==> src/hdl/mcuexe_consts.vh <==
// What this block does
// - Decrement to work register, memory unchanged
// - Power-down stops execution, keeps all contents
// - Power-down clears watchdog counter and prescaler
// - Power-down sets power flag, clears timeout
// - Increment memory byte in place, zero flag
// - Increment to work register, memory unchanged
// - Branch loads program counter, no flags
// - Branch takes two cycles, dummy slot
// - Copy memory byte to work register
`ifndef MCUEXE_CONSTS_VH
`define MCUEXE_CONSTS_VH
// ----------------------------------------
// Operation codes on the decoded-op port
// ----------------------------------------
`define MCUEXE_OP_NOP     3'h0
`define MCUEXE_OP_DEC_W   3'h1
`define MCUEXE_OP_HALT    3'h2
`define MCUEXE_OP_INC_M   3'h3
`define MCUEXE_OP_INC_W   3'h4
`define MCUEXE_OP_BRANCH  3'h5
`define MCUEXE_OP_COPY_M  3'h6
`define MCUEXE_OP_COPY_K  3'h7
// ----------------------------------------
// Reset values
// ----------------------------------------
`define MCUEXE_PC_RST     11'h000
`define MCUEXE_W_RST      8'h00
`endif

==> src/hdl/mcuexe_alu.v <==
`timescale 1ns/100ps
module mcuexe_alu (
  input  wire [2:0] op,      // Decoded operation
  input  wire [7:0] mem_rd,  // Addressed memory byte
  output reg  [7:0] result,  // Eight-bit result
  output wire       zero     // Result is zero
);
`include "mcuexe_consts.vh"
  always @* begin
    case (op)
      `MCUEXE_OP_DEC_W: result = mem_rd - 8'h01;
      `MCUEXE_OP_INC_M,
      `MCUEXE_OP_INC_W: result = mem_rd + 8'h01;
      default:          result = mem_rd;
    endcase
  end
  assign zero = (result == 8'h00);
endmodule // mcuexe_alu

==> src/hdl/mcuexe_top.v <==
`timescale 1ns/100ps
module mcuexe_top #(
  parameter PC_W = 11                  // Program counter width
) (
  input  wire            clock,        // 50 MHz system clock
  input  wire            reset,        // Asynchronous, active high
  input  wire            instr_valid,  // Decoded instruction offered
  input  wire [2:0]      instr_op,     // Operation code
  input  wire [7:0]      instr_imm,    // Immediate constant
  input  wire [PC_W-1:0] instr_addr,   // Branch target
  input  wire [7:0]      mem_rd,       // Addressed memory byte
  input  wire            wake,         // Leave power-down
  output reg             instr_ack_q,  // Instruction retired
  output reg  [7:0]      work_reg_q,   // Working register
  output reg             zero_flag_q,  // Zero flag
  output reg  [PC_W-1:0] pc_q,         // Program counter
  output reg             mem_we_q,     // Memory write strobe
  output reg  [7:0]      mem_wd_q,     // Memory write data
  output reg             power_down_flag_q,       // Power-down flag
  output reg             watchdog_timeout_flag_q, // Watchdog timeout flag
  output reg             watchdog_timer_clr_q,    // Clear watchdog and prescaler
  output reg             clock_run_q,  // System clock enabled
  output reg             busy_q        // Dummy branch slot in progress
);
`include "mcuexe_consts.vh"
  // ----------------------------------------
  // Arithmetic
  // ----------------------------------------
  wire [7:0] alu_res;
  wire       alu_zero;
  mcuexe_alu u_alu (
    .op     (instr_op),
    .mem_rd (mem_rd),
    .result (alu_res),
    .zero   (alu_zero)
  );
  // ----------------------------------------
  // Wake synchroniser
  // ----------------------------------------
  // Wake comes from a pin, so two flops stand before any logic
  reg        wake_meta_q;
  reg        wake_sync_q;
  always @(posedge clock or posedge reset) begin
    if (reset) begin
      wake_meta_q <= 1'b0;
      wake_sync_q <= 1'b0;
    end else begin
      wake_meta_q <= wake;
      wake_sync_q <= wake_meta_q;
    end
  end
  // ----------------------------------------
  // Acceptance
  // ----------------------------------------
  // Instructions are refused while halted or in the dummy slot
  wire       running;
  wire       take;
  assign running = clock_run_q & ~busy_q;
  assign take    = instr_valid & running;
  // ----------------------------------------
  // Sequencing: program counter, slot, run, retire
  // ----------------------------------------
  reg [PC_W-1:0] pc_d;
  reg            busy_d;
  reg            clock_run_d;
  reg            instr_ack_d;
  always @* begin
    pc_d        = pc_q;
    busy_d      = 1'b0;
    clock_run_d = clock_run_q;
    instr_ack_d = 1'b0;
    if (!clock_run_q) begin
      // Registers hold; only a synchronised wake restarts
      if (wake_sync_q) begin
        clock_run_d = 1'b1;
      end
    end else if (busy_q) begin
      // Branch retires at the end of its dummy slot
      instr_ack_d = 1'b1;
    end else if (take) begin
      case (instr_op)
        `MCUEXE_OP_BRANCH: begin
          pc_d   = instr_addr;
          busy_d = 1'b1;
        end
        `MCUEXE_OP_HALT: begin
          clock_run_d = 1'b0;
          pc_d        = pc_q + 1'b1;
          instr_ack_d = 1'b1;
        end
        default: begin
          pc_d        = pc_q + 1'b1;
          instr_ack_d = 1'b1;
        end
      endcase
    end
  end
  always @(posedge clock or posedge reset) begin
    if (reset) begin
      pc_q        <= `MCUEXE_PC_RST;
      busy_q      <= 1'b0;
      clock_run_q <= 1'b1;
      instr_ack_q <= 1'b0;
    end else begin
      pc_q        <= pc_d;
      busy_q      <= busy_d;
      clock_run_q <= clock_run_d;
      instr_ack_q <= instr_ack_d;
    end
  end
  // ----------------------------------------
  // Working register and zero flag
  // ----------------------------------------
  reg [7:0] work_reg_d;
  reg       zero_flag_d;
  always @* begin
    work_reg_d  = work_reg_q;
    zero_flag_d = zero_flag_q;
    if (take) begin
      case (instr_op)
        `MCUEXE_OP_DEC_W,
        `MCUEXE_OP_INC_W: begin
          work_reg_d  = alu_res;
          zero_flag_d = alu_zero;
        end
        `MCUEXE_OP_INC_M: begin
          // Result goes to memory; only the flag lands here
          zero_flag_d = alu_zero;
        end
        `MCUEXE_OP_COPY_M: begin
          work_reg_d = mem_rd;
        end
        `MCUEXE_OP_COPY_K: begin
          work_reg_d = instr_imm;
        end
        default: begin
          // Branch, halt and no-op leave both untouched
          work_reg_d  = work_reg_q;
          zero_flag_d = zero_flag_q;
        end
      endcase
    end
  end
  always @(posedge clock or posedge reset) begin
    if (reset) begin
      work_reg_q  <= `MCUEXE_W_RST;
      zero_flag_q <= 1'b0;
    end else begin
      work_reg_q  <= work_reg_d;
      zero_flag_q <= zero_flag_d;
    end
  end
  // ----------------------------------------
  // Memory write-back
  // ----------------------------------------
  // Write data is held after the strobe so the memory sees it settled
  reg       mem_we_d;
  reg [7:0] mem_wd_d;
  always @* begin
    mem_we_d = 1'b0;
    mem_wd_d = mem_wd_q;
    if (take && (instr_op == `MCUEXE_OP_INC_M)) begin
      mem_we_d = 1'b1;
      mem_wd_d = alu_res;
    end
  end
  always @(posedge clock or posedge reset) begin
    if (reset) begin
      mem_we_q <= 1'b0;
      mem_wd_q <= 8'h00;
    end else begin
      mem_we_q <= mem_we_d;
      mem_wd_q <= mem_wd_d;
    end
  end
  // ----------------------------------------
  // Power-down status and watchdog clear
  // ----------------------------------------
  // Nothing in the design sets the timeout flag; this block only clears it on power-down
  reg       power_down_flag_d;
  reg       watchdog_timeout_flag_d;
  reg       watchdog_timer_clr_d;
  always @* begin
    power_down_flag_d       = power_down_flag_q;
    watchdog_timeout_flag_d = watchdog_timeout_flag_q;
    watchdog_timer_clr_d    = 1'b0;
    if (take && (instr_op == `MCUEXE_OP_HALT)) begin
      watchdog_timer_clr_d    = 1'b1;
      power_down_flag_d       = 1'b1;
      watchdog_timeout_flag_d = 1'b0;
    end
  end
  always @(posedge clock or posedge reset) begin
    if (reset) begin
      power_down_flag_q       <= 1'b0;
      watchdog_timeout_flag_q <= 1'b0;
      watchdog_timer_clr_q    <= 1'b0;
    end else begin
      power_down_flag_q       <= power_down_flag_d;
      watchdog_timeout_flag_q <= watchdog_timeout_flag_d;
      watchdog_timer_clr_q    <= watchdog_timer_clr_d;
    end
  end
endmodule // mcuexe_top

==> config.mk <==
export PLATFORM = sky130hd
export DESIGN_NAME = mcuexe_top
export DESIGN_NICKNAME = d
export VERILOG_FILES = /design/src/hdl/mcuexe_alu.v /design/src/hdl/mcuexe_top.v
export VERILOG_INCLUDE_DIRS = /design/src /design/src/hdl
export SDC_FILE = /design/constraint.sdc
export NUM_CORES = 1
export LEC_CHECK = 0
export BUFFER_PORTS_ARGS = -buffer_cell sky130_fd_sc_hd__buf_2
export CAP_MARGIN = 20
export CORE_MARGIN = 1
export CORE_UTILIZATION = 35
export DETAILED_ROUTE_END_ITERATION = 16
export GPL_TIMING_DRIVEN = 0
export SETUP_SLACK_MARGIN = 0.5
export SLEW_MARGIN = 10
export SYNTH_ARGS = -nofsm -noshare
export SYNTH_HDL_FRONTEND = slang
export SYNTH_SLANG_ARGS = --single-unit
==> constraint.sdc <==
create_clock -name clock -period 2.5 [get_ports clock]
set_clock_uncertainty 0.2 [all_clocks]
set_input_delay 0.5 -clock clock [delete_from_list [all_inputs] [get_ports clock]]
set_output_delay 0.5 -clock clock [all_outputs]
set_load 0.02 [all_outputs]
# ---- Yosys cells after proc, flatten, opt, wreduce, memory -nomap -nowiden
# Index checks and enable logic that the tools add are counted.
dict set report totals {
  reg_bits 36
  inputBits 34
  output_inout_bits 35
  elab_cells 53
}
dict set report classes {
  n_addsub 3
  n_eq_ne 7
  mux 18
  bitwise_logic 3
  n_reduce_logical 10
}
# op n
set ops {}
lappend ops {{case mux 8 bit (3 select lines)} 1}
lappend ops {{case mux 8 bit (2 select lines)} 1}
lappend ops {{2-to-1 mux 1 bit} 15}
lappend ops {{== test 3 bit, second input constant} 4}
lappend ops {{adder 11 x 1 -> 11 bit, second input constant} 1}
lappend ops {{2-to-1 mux 11 bit} 1}
lappend ops {{adder 8 x 1 -> 8 bit, second input constant} 1}
lappend ops {{logical NOT 8 bit} 1}
lappend ops {{subtractor 8 x 1 -> 8 bit, second input constant} 1}
lappend ops {{== test 3 x 2 -> 1 bit, second input constant} 2}
lappend ops {{AND reduction 2 bit} 2}
lappend ops {{OR reduction 2 bit} 2}
lappend ops {{== test 3 x 1 -> 1 bit, second input constant} 1}
lappend ops {{AND reduction 3 bit} 1}
lappend ops {{nonzero test 3 bit} 1}
lappend ops {{OR reduction 3 bit} 1}
lappend ops {{AND 1 bit} 2}
lappend ops {{logical AND 1 bit} 2}
lappend ops {{NOT 1 bit} 1}

# ---- Longest topological paths before layout
dict set report logic_depth {
  depth_word 6
  mapped_depth 11
  depth_no_buf 10
}

# ---- Cells and area by module
# From an unflattened synthesis, not the netlist that was laid out.
dict set report hier_totals {
  cells_unflattened 238
  area_unflattened_um2 2433.6
}
# module instances cells_per_inst area_each_um2 seq_area_each_um2
set by_module_without_submodules {}
lappend by_module_without_submodules {mcuexe_top 1 169 1861.8 902.1}
lappend by_module_without_submodules {mcuexe_alu 1 69 571.8 0.0}

# ---- Least setup slack after synthesis
# Ideal clock, no wire load.
dict set report synth_path {
  kind {input to register}
  from {input port instr_op[0]}
  to {register work_reg_q[6]}
  setup_time_ns 0.125
  t_arrival_ns 2.716
  required_time_ns 2.175
  path_slack_ns -0.540
  cell_stages 11
  path_buffers 1
  cell_sequence {buf_2 -> or3b_1 -> nand2_1 -> xnor2_1 -> ha_1 -> nor3_1 -> a211oi_1 -> or4_1 -> o211ai_2 -> a21oi_1 -> mux2_2}
}
dict set report synth_via {
  elab_chain_len 4
  elab_cells_between_ends 11
  cone_classes {eq/ne: 5; mux: 2; reduce/logical: 4}
}
# item line
set synth_rtl {}
lappend synth_rtl {{start: declaration} mcuexe_top.v:8} ;# input wire [2:0] instr_op,
lappend synth_rtl {{== test 3 x 2 -> 1 bit (tied with other cells)} mcuexe_alu.v:10} ;# case (op)
lappend synth_rtl {{OR reduction 2 bit, on equally long branches} {mcuexe_alu.v:10, mcuexe_top.v:120}}
lappend synth_rtl {{case mux 8 bit (2 select lines) / nonzero test 3 bit (equally long branches)} -}
lappend synth_rtl {{case mux 8 bit (3 select lines) / AND reduction 2 bit (equally long branches)} -}
lappend synth_rtl {{end signal: assignment} mcuexe_top.v:146} ;# work_reg_q <= `MCUEXE_W_RST;
lappend synth_rtl {{end signal: assignment} mcuexe_top.v:149} ;# work_reg_q <= work_reg_d;
lappend synth_rtl {{end: declaration} mcuexe_top.v:14} ;# output reg [7:0] work_reg_q,
# Parallel ways exist; a longest one is shown, timed or not.
# A chain may end at the register's enable or synchronous reset.

# ---- Worst setup path in the final report
# Same ends and word-level chain as after synthesis.

==> impl_metrics.py <==
metrics = {
    "routing": {
        "drtIter0Drc": 96,
        "route.detailed.drc": 0,
        "vias": 2490,
        "dr.pass1.iters": 6,
        "via_per_inst": 5.48,
        "wirelength_mm": 7.23,
        "detail-route-antenna-nets": 0,
        "routedWlPerCell_um": 15.9,
    },
    "place": {
        "dp_hpwl_mm": 4.66,
        "place_ws_ps": -684,
        "port-buffer-count": 63,
        "placed_area_sq_mm": 0.00278,
        "place.gp.congestion": 0.831,
        "dp.cells": 411,
    },
    "logic_synthesis": {
        "synth_area_leaders": "dfrtp_1 (38%), a21oi_1 (5.3%), o21ai_0 (5.0%), nand2_1 (4.9%), nor2_1 (3.3%)",
        "netlist_area_sq_mm": 0.00228,
        "yosysWarnings": 0,
        "avgSynthCellArea_sq_um": 8.43,
        "synth_top_area_cell": "dfrtp_1",
        "synth.most_common_cell": "dfrtp_1",
        "yosysSeqAreaShare_pct": 39.5,
        "async_flop_share_pct": 100,
        "syn_nets": 308,
        "syn_inst": 271,
        "synthDistinctLibCells": 58,
        "synthTopCellsByCount": "dfrtp_1 (35), nand2_1 (30), a21oi_1 (24), o21ai_0 (23), nor2_1 (20)",
        "ys_ff_latch": 36,
        "synth_edf_count": 0,
        "synth_flop_cell": "dfrtp_1",
        "yosysTopAreaCellShare_pct": 38.3,
    },
    "status": {
        "violations": "setup timing",
        "outcome": "finished with violations",
    },
    "worst_setup_path": {
        "cp.arrival_ps": 2770,
        "path_class": "in2reg",
        "worst-r2r-setup-slack_ps": 380,
        "worst_setup_path_end_kind": "flip-flop",
        "critPathRequiredTime_ps": 2480,
        "reg2reg_to": "zero_flag_q",
        "r2r_cells": 6,
        "reg2reg_from": "clock_run_q",
        "cp-start-kind": "primary input",
        "path_max_fanout": 3,
    },
    "cells_and_area": {
        "top_regs": "pc_q: 11 flops, mem_wd_q: 8 flops, work_reg_q: 8 flops",
        "largest_register_ffs": 11,
        "antenna_cells_inserted": 0,
        "top_register": "pc_q",
        "stdcell_area_sq_mm": 0.00348,
        "final_cells": 454,
        "nNetsFinal": 413,
        "area_growth_syn_to_layout_pct": 52.3,
        "drive_gt1_share_pct": 46.9,
    },
    "clock_tree": {
        "htreeDepth": 2,
        "cts_root_buf": "clkbuf_8",
        "cts_tree": "yes",
        "clock_latency_ps": 300,
        "cts_hold_repair.buffers": 0,
        "cts_made_buffers": 5,
        "clock_path_buffers": 2,
        "clk_pin_slew_worst_paths_ps": 70,
        "clock-sinks": 36,
    },
    "floorplanning": {
        "num_rows": 29,
        "dieHeight_um": 82.8,
        "initial_core_util_pct": 36.2,
        "dieArea_sq_mm": 0.00686,
        "core_area_sq_mm": 0.00631,
        "die_x_um": 82.8,
        "ios": 69,
    },
    "timing": {
        "rsz0062_at_grt": "yes",
        "period_share_pct": 112,
        "fmax_mhz": 357,
        "tightest_slew_ps": 762,
        "fin_ws_ps": -298,
        "tns_ps": -1080,
        "slew_violations": 0,
        "slew_headroom_pct": 49.1,
        "min_period_ps": 2800,
        "finalSetupViolations": 8,
        "hold_viol": 0,
    },
    "global_routing": {
        "grt_pass1_vias": 2297,
        "grt_remaining_overflow": 0,
        "grt_max_degree": 37,
        "antenna_found_initial": 0,
        "grt_use_total_pct": 21.1,
        "grt_first_pass_wirelength_mm": 10.8,
    },
    "pwr": {
        "leakage_uw": 0.00157,
        "total_power_uw": 2320,
        "power.density_mw_per_mm2": 667,
        "worst_ir_drop_vdd_uv": 461,
    },
    "hold_path": {
        "min_from": "wake",
        "hold_path.class": "in2reg",
        "holdPathEnd": "wake_meta_q",
        "whs_path_depth": 1,
    },
    "run": {
        "cap_viol_max_count": 0,
    },
}
-- cell type report --
cell class	instances	area, sq um
fillers	588	2830
multi-input cells	204	1530
flip-flops and latches	36	902
repair buffers	98	639
plain buffers	19	146
well taps	77	96.3
clock buffers	5	68.8
inverters	12	50.0
clock inverters	3	42.5
-- power breakdown --
part	leakage [uW]	internal [uW]	switching (uW)
Combinational	0.00108	400	542
Sequential	0.000429	729	129
Clock	0.0000541	295	225
Total	0.00157	1420	897
-- placed cells by master (no fill, tap or decap), types with 5 or more instances in the layout --
cell      Yosys  layout
nor2b_1       8       7
buf_2         7      66
o21ai_2       0       5
a21oi_1      24      16
a21oi_2       1       8
nand2_1      30      24
nor2_1       20      19
mux2_4        0       7
buf_4         1      25
buf_6         1      14
a211oi_1      7       6
dfrtp_1      35      35
nand3_1       6       5
clkbuf_8      0       6
inv_1        12       9
nor3_1       11       7
o21ai_0      23      14
nand4_1       5       5
-- kinds of logic after synthesis --
kind of cell,share of synthesized area [%]
AOI/OAI and AO/OA,22.5
xor gates and xnor gates,3.45
adders and majority gates,1.64
buffers and inverters,5.97
DFF,39.5
muxes,3.89
other,0.164
and+or+nand+nor,22.9
-- worst max-delay path, cell delays in order --
cell      delay [ps]
buf_6             90
buf_6            100
or3b_4           420
nand2_4          100
xnor2_2           80
ha_4             190
nor3_4           190
a211oi_2         110
or4_1            500
o211ai_2         120
a21oi_2          110
mux2_4           270
-- through the flow --
stage / hold WS, ps / util (%)
final: 111 / 55.1
after global routing: 102 / 55.1
after CTS: 101 / 53.2
after detailed placement: 137 / 44.0
after global placement: 138 / 44.0
after floorplan: 131 / -
-- layer usage --
metal  wire (um)  vias up  global-route usage (%)
met5           0        -                       0
met4          75        0                    5.17
met3         507        9                    5.79
met2        3550      101                    35.4
met1        3090     1187                    26.7
li1            -     1193                       -
-- worst max path at each step --
stage               cells after the start            end        start
CTS                                    12  work_reg_q[6]  instr_op[0]
floorplan                              11  work_reg_q[6]  instr_op[1]
global route                           12  work_reg_q[6]  instr_op[2]
finish                                 12  work_reg_q[6]  instr_op[0]
global placement                       12  work_reg_q[6]  instr_op[1]
detailed placement                     12  work_reg_q[6]  instr_op[1]
-- repair_timing --
action	CTS	global route
setup buffers	26	8
endpoints found under the setup margin	26	26
resized for setup	62	30
cloned	1	0
pin swaps	23	15
Note: power is estimated with default switching activity, not from simulation.
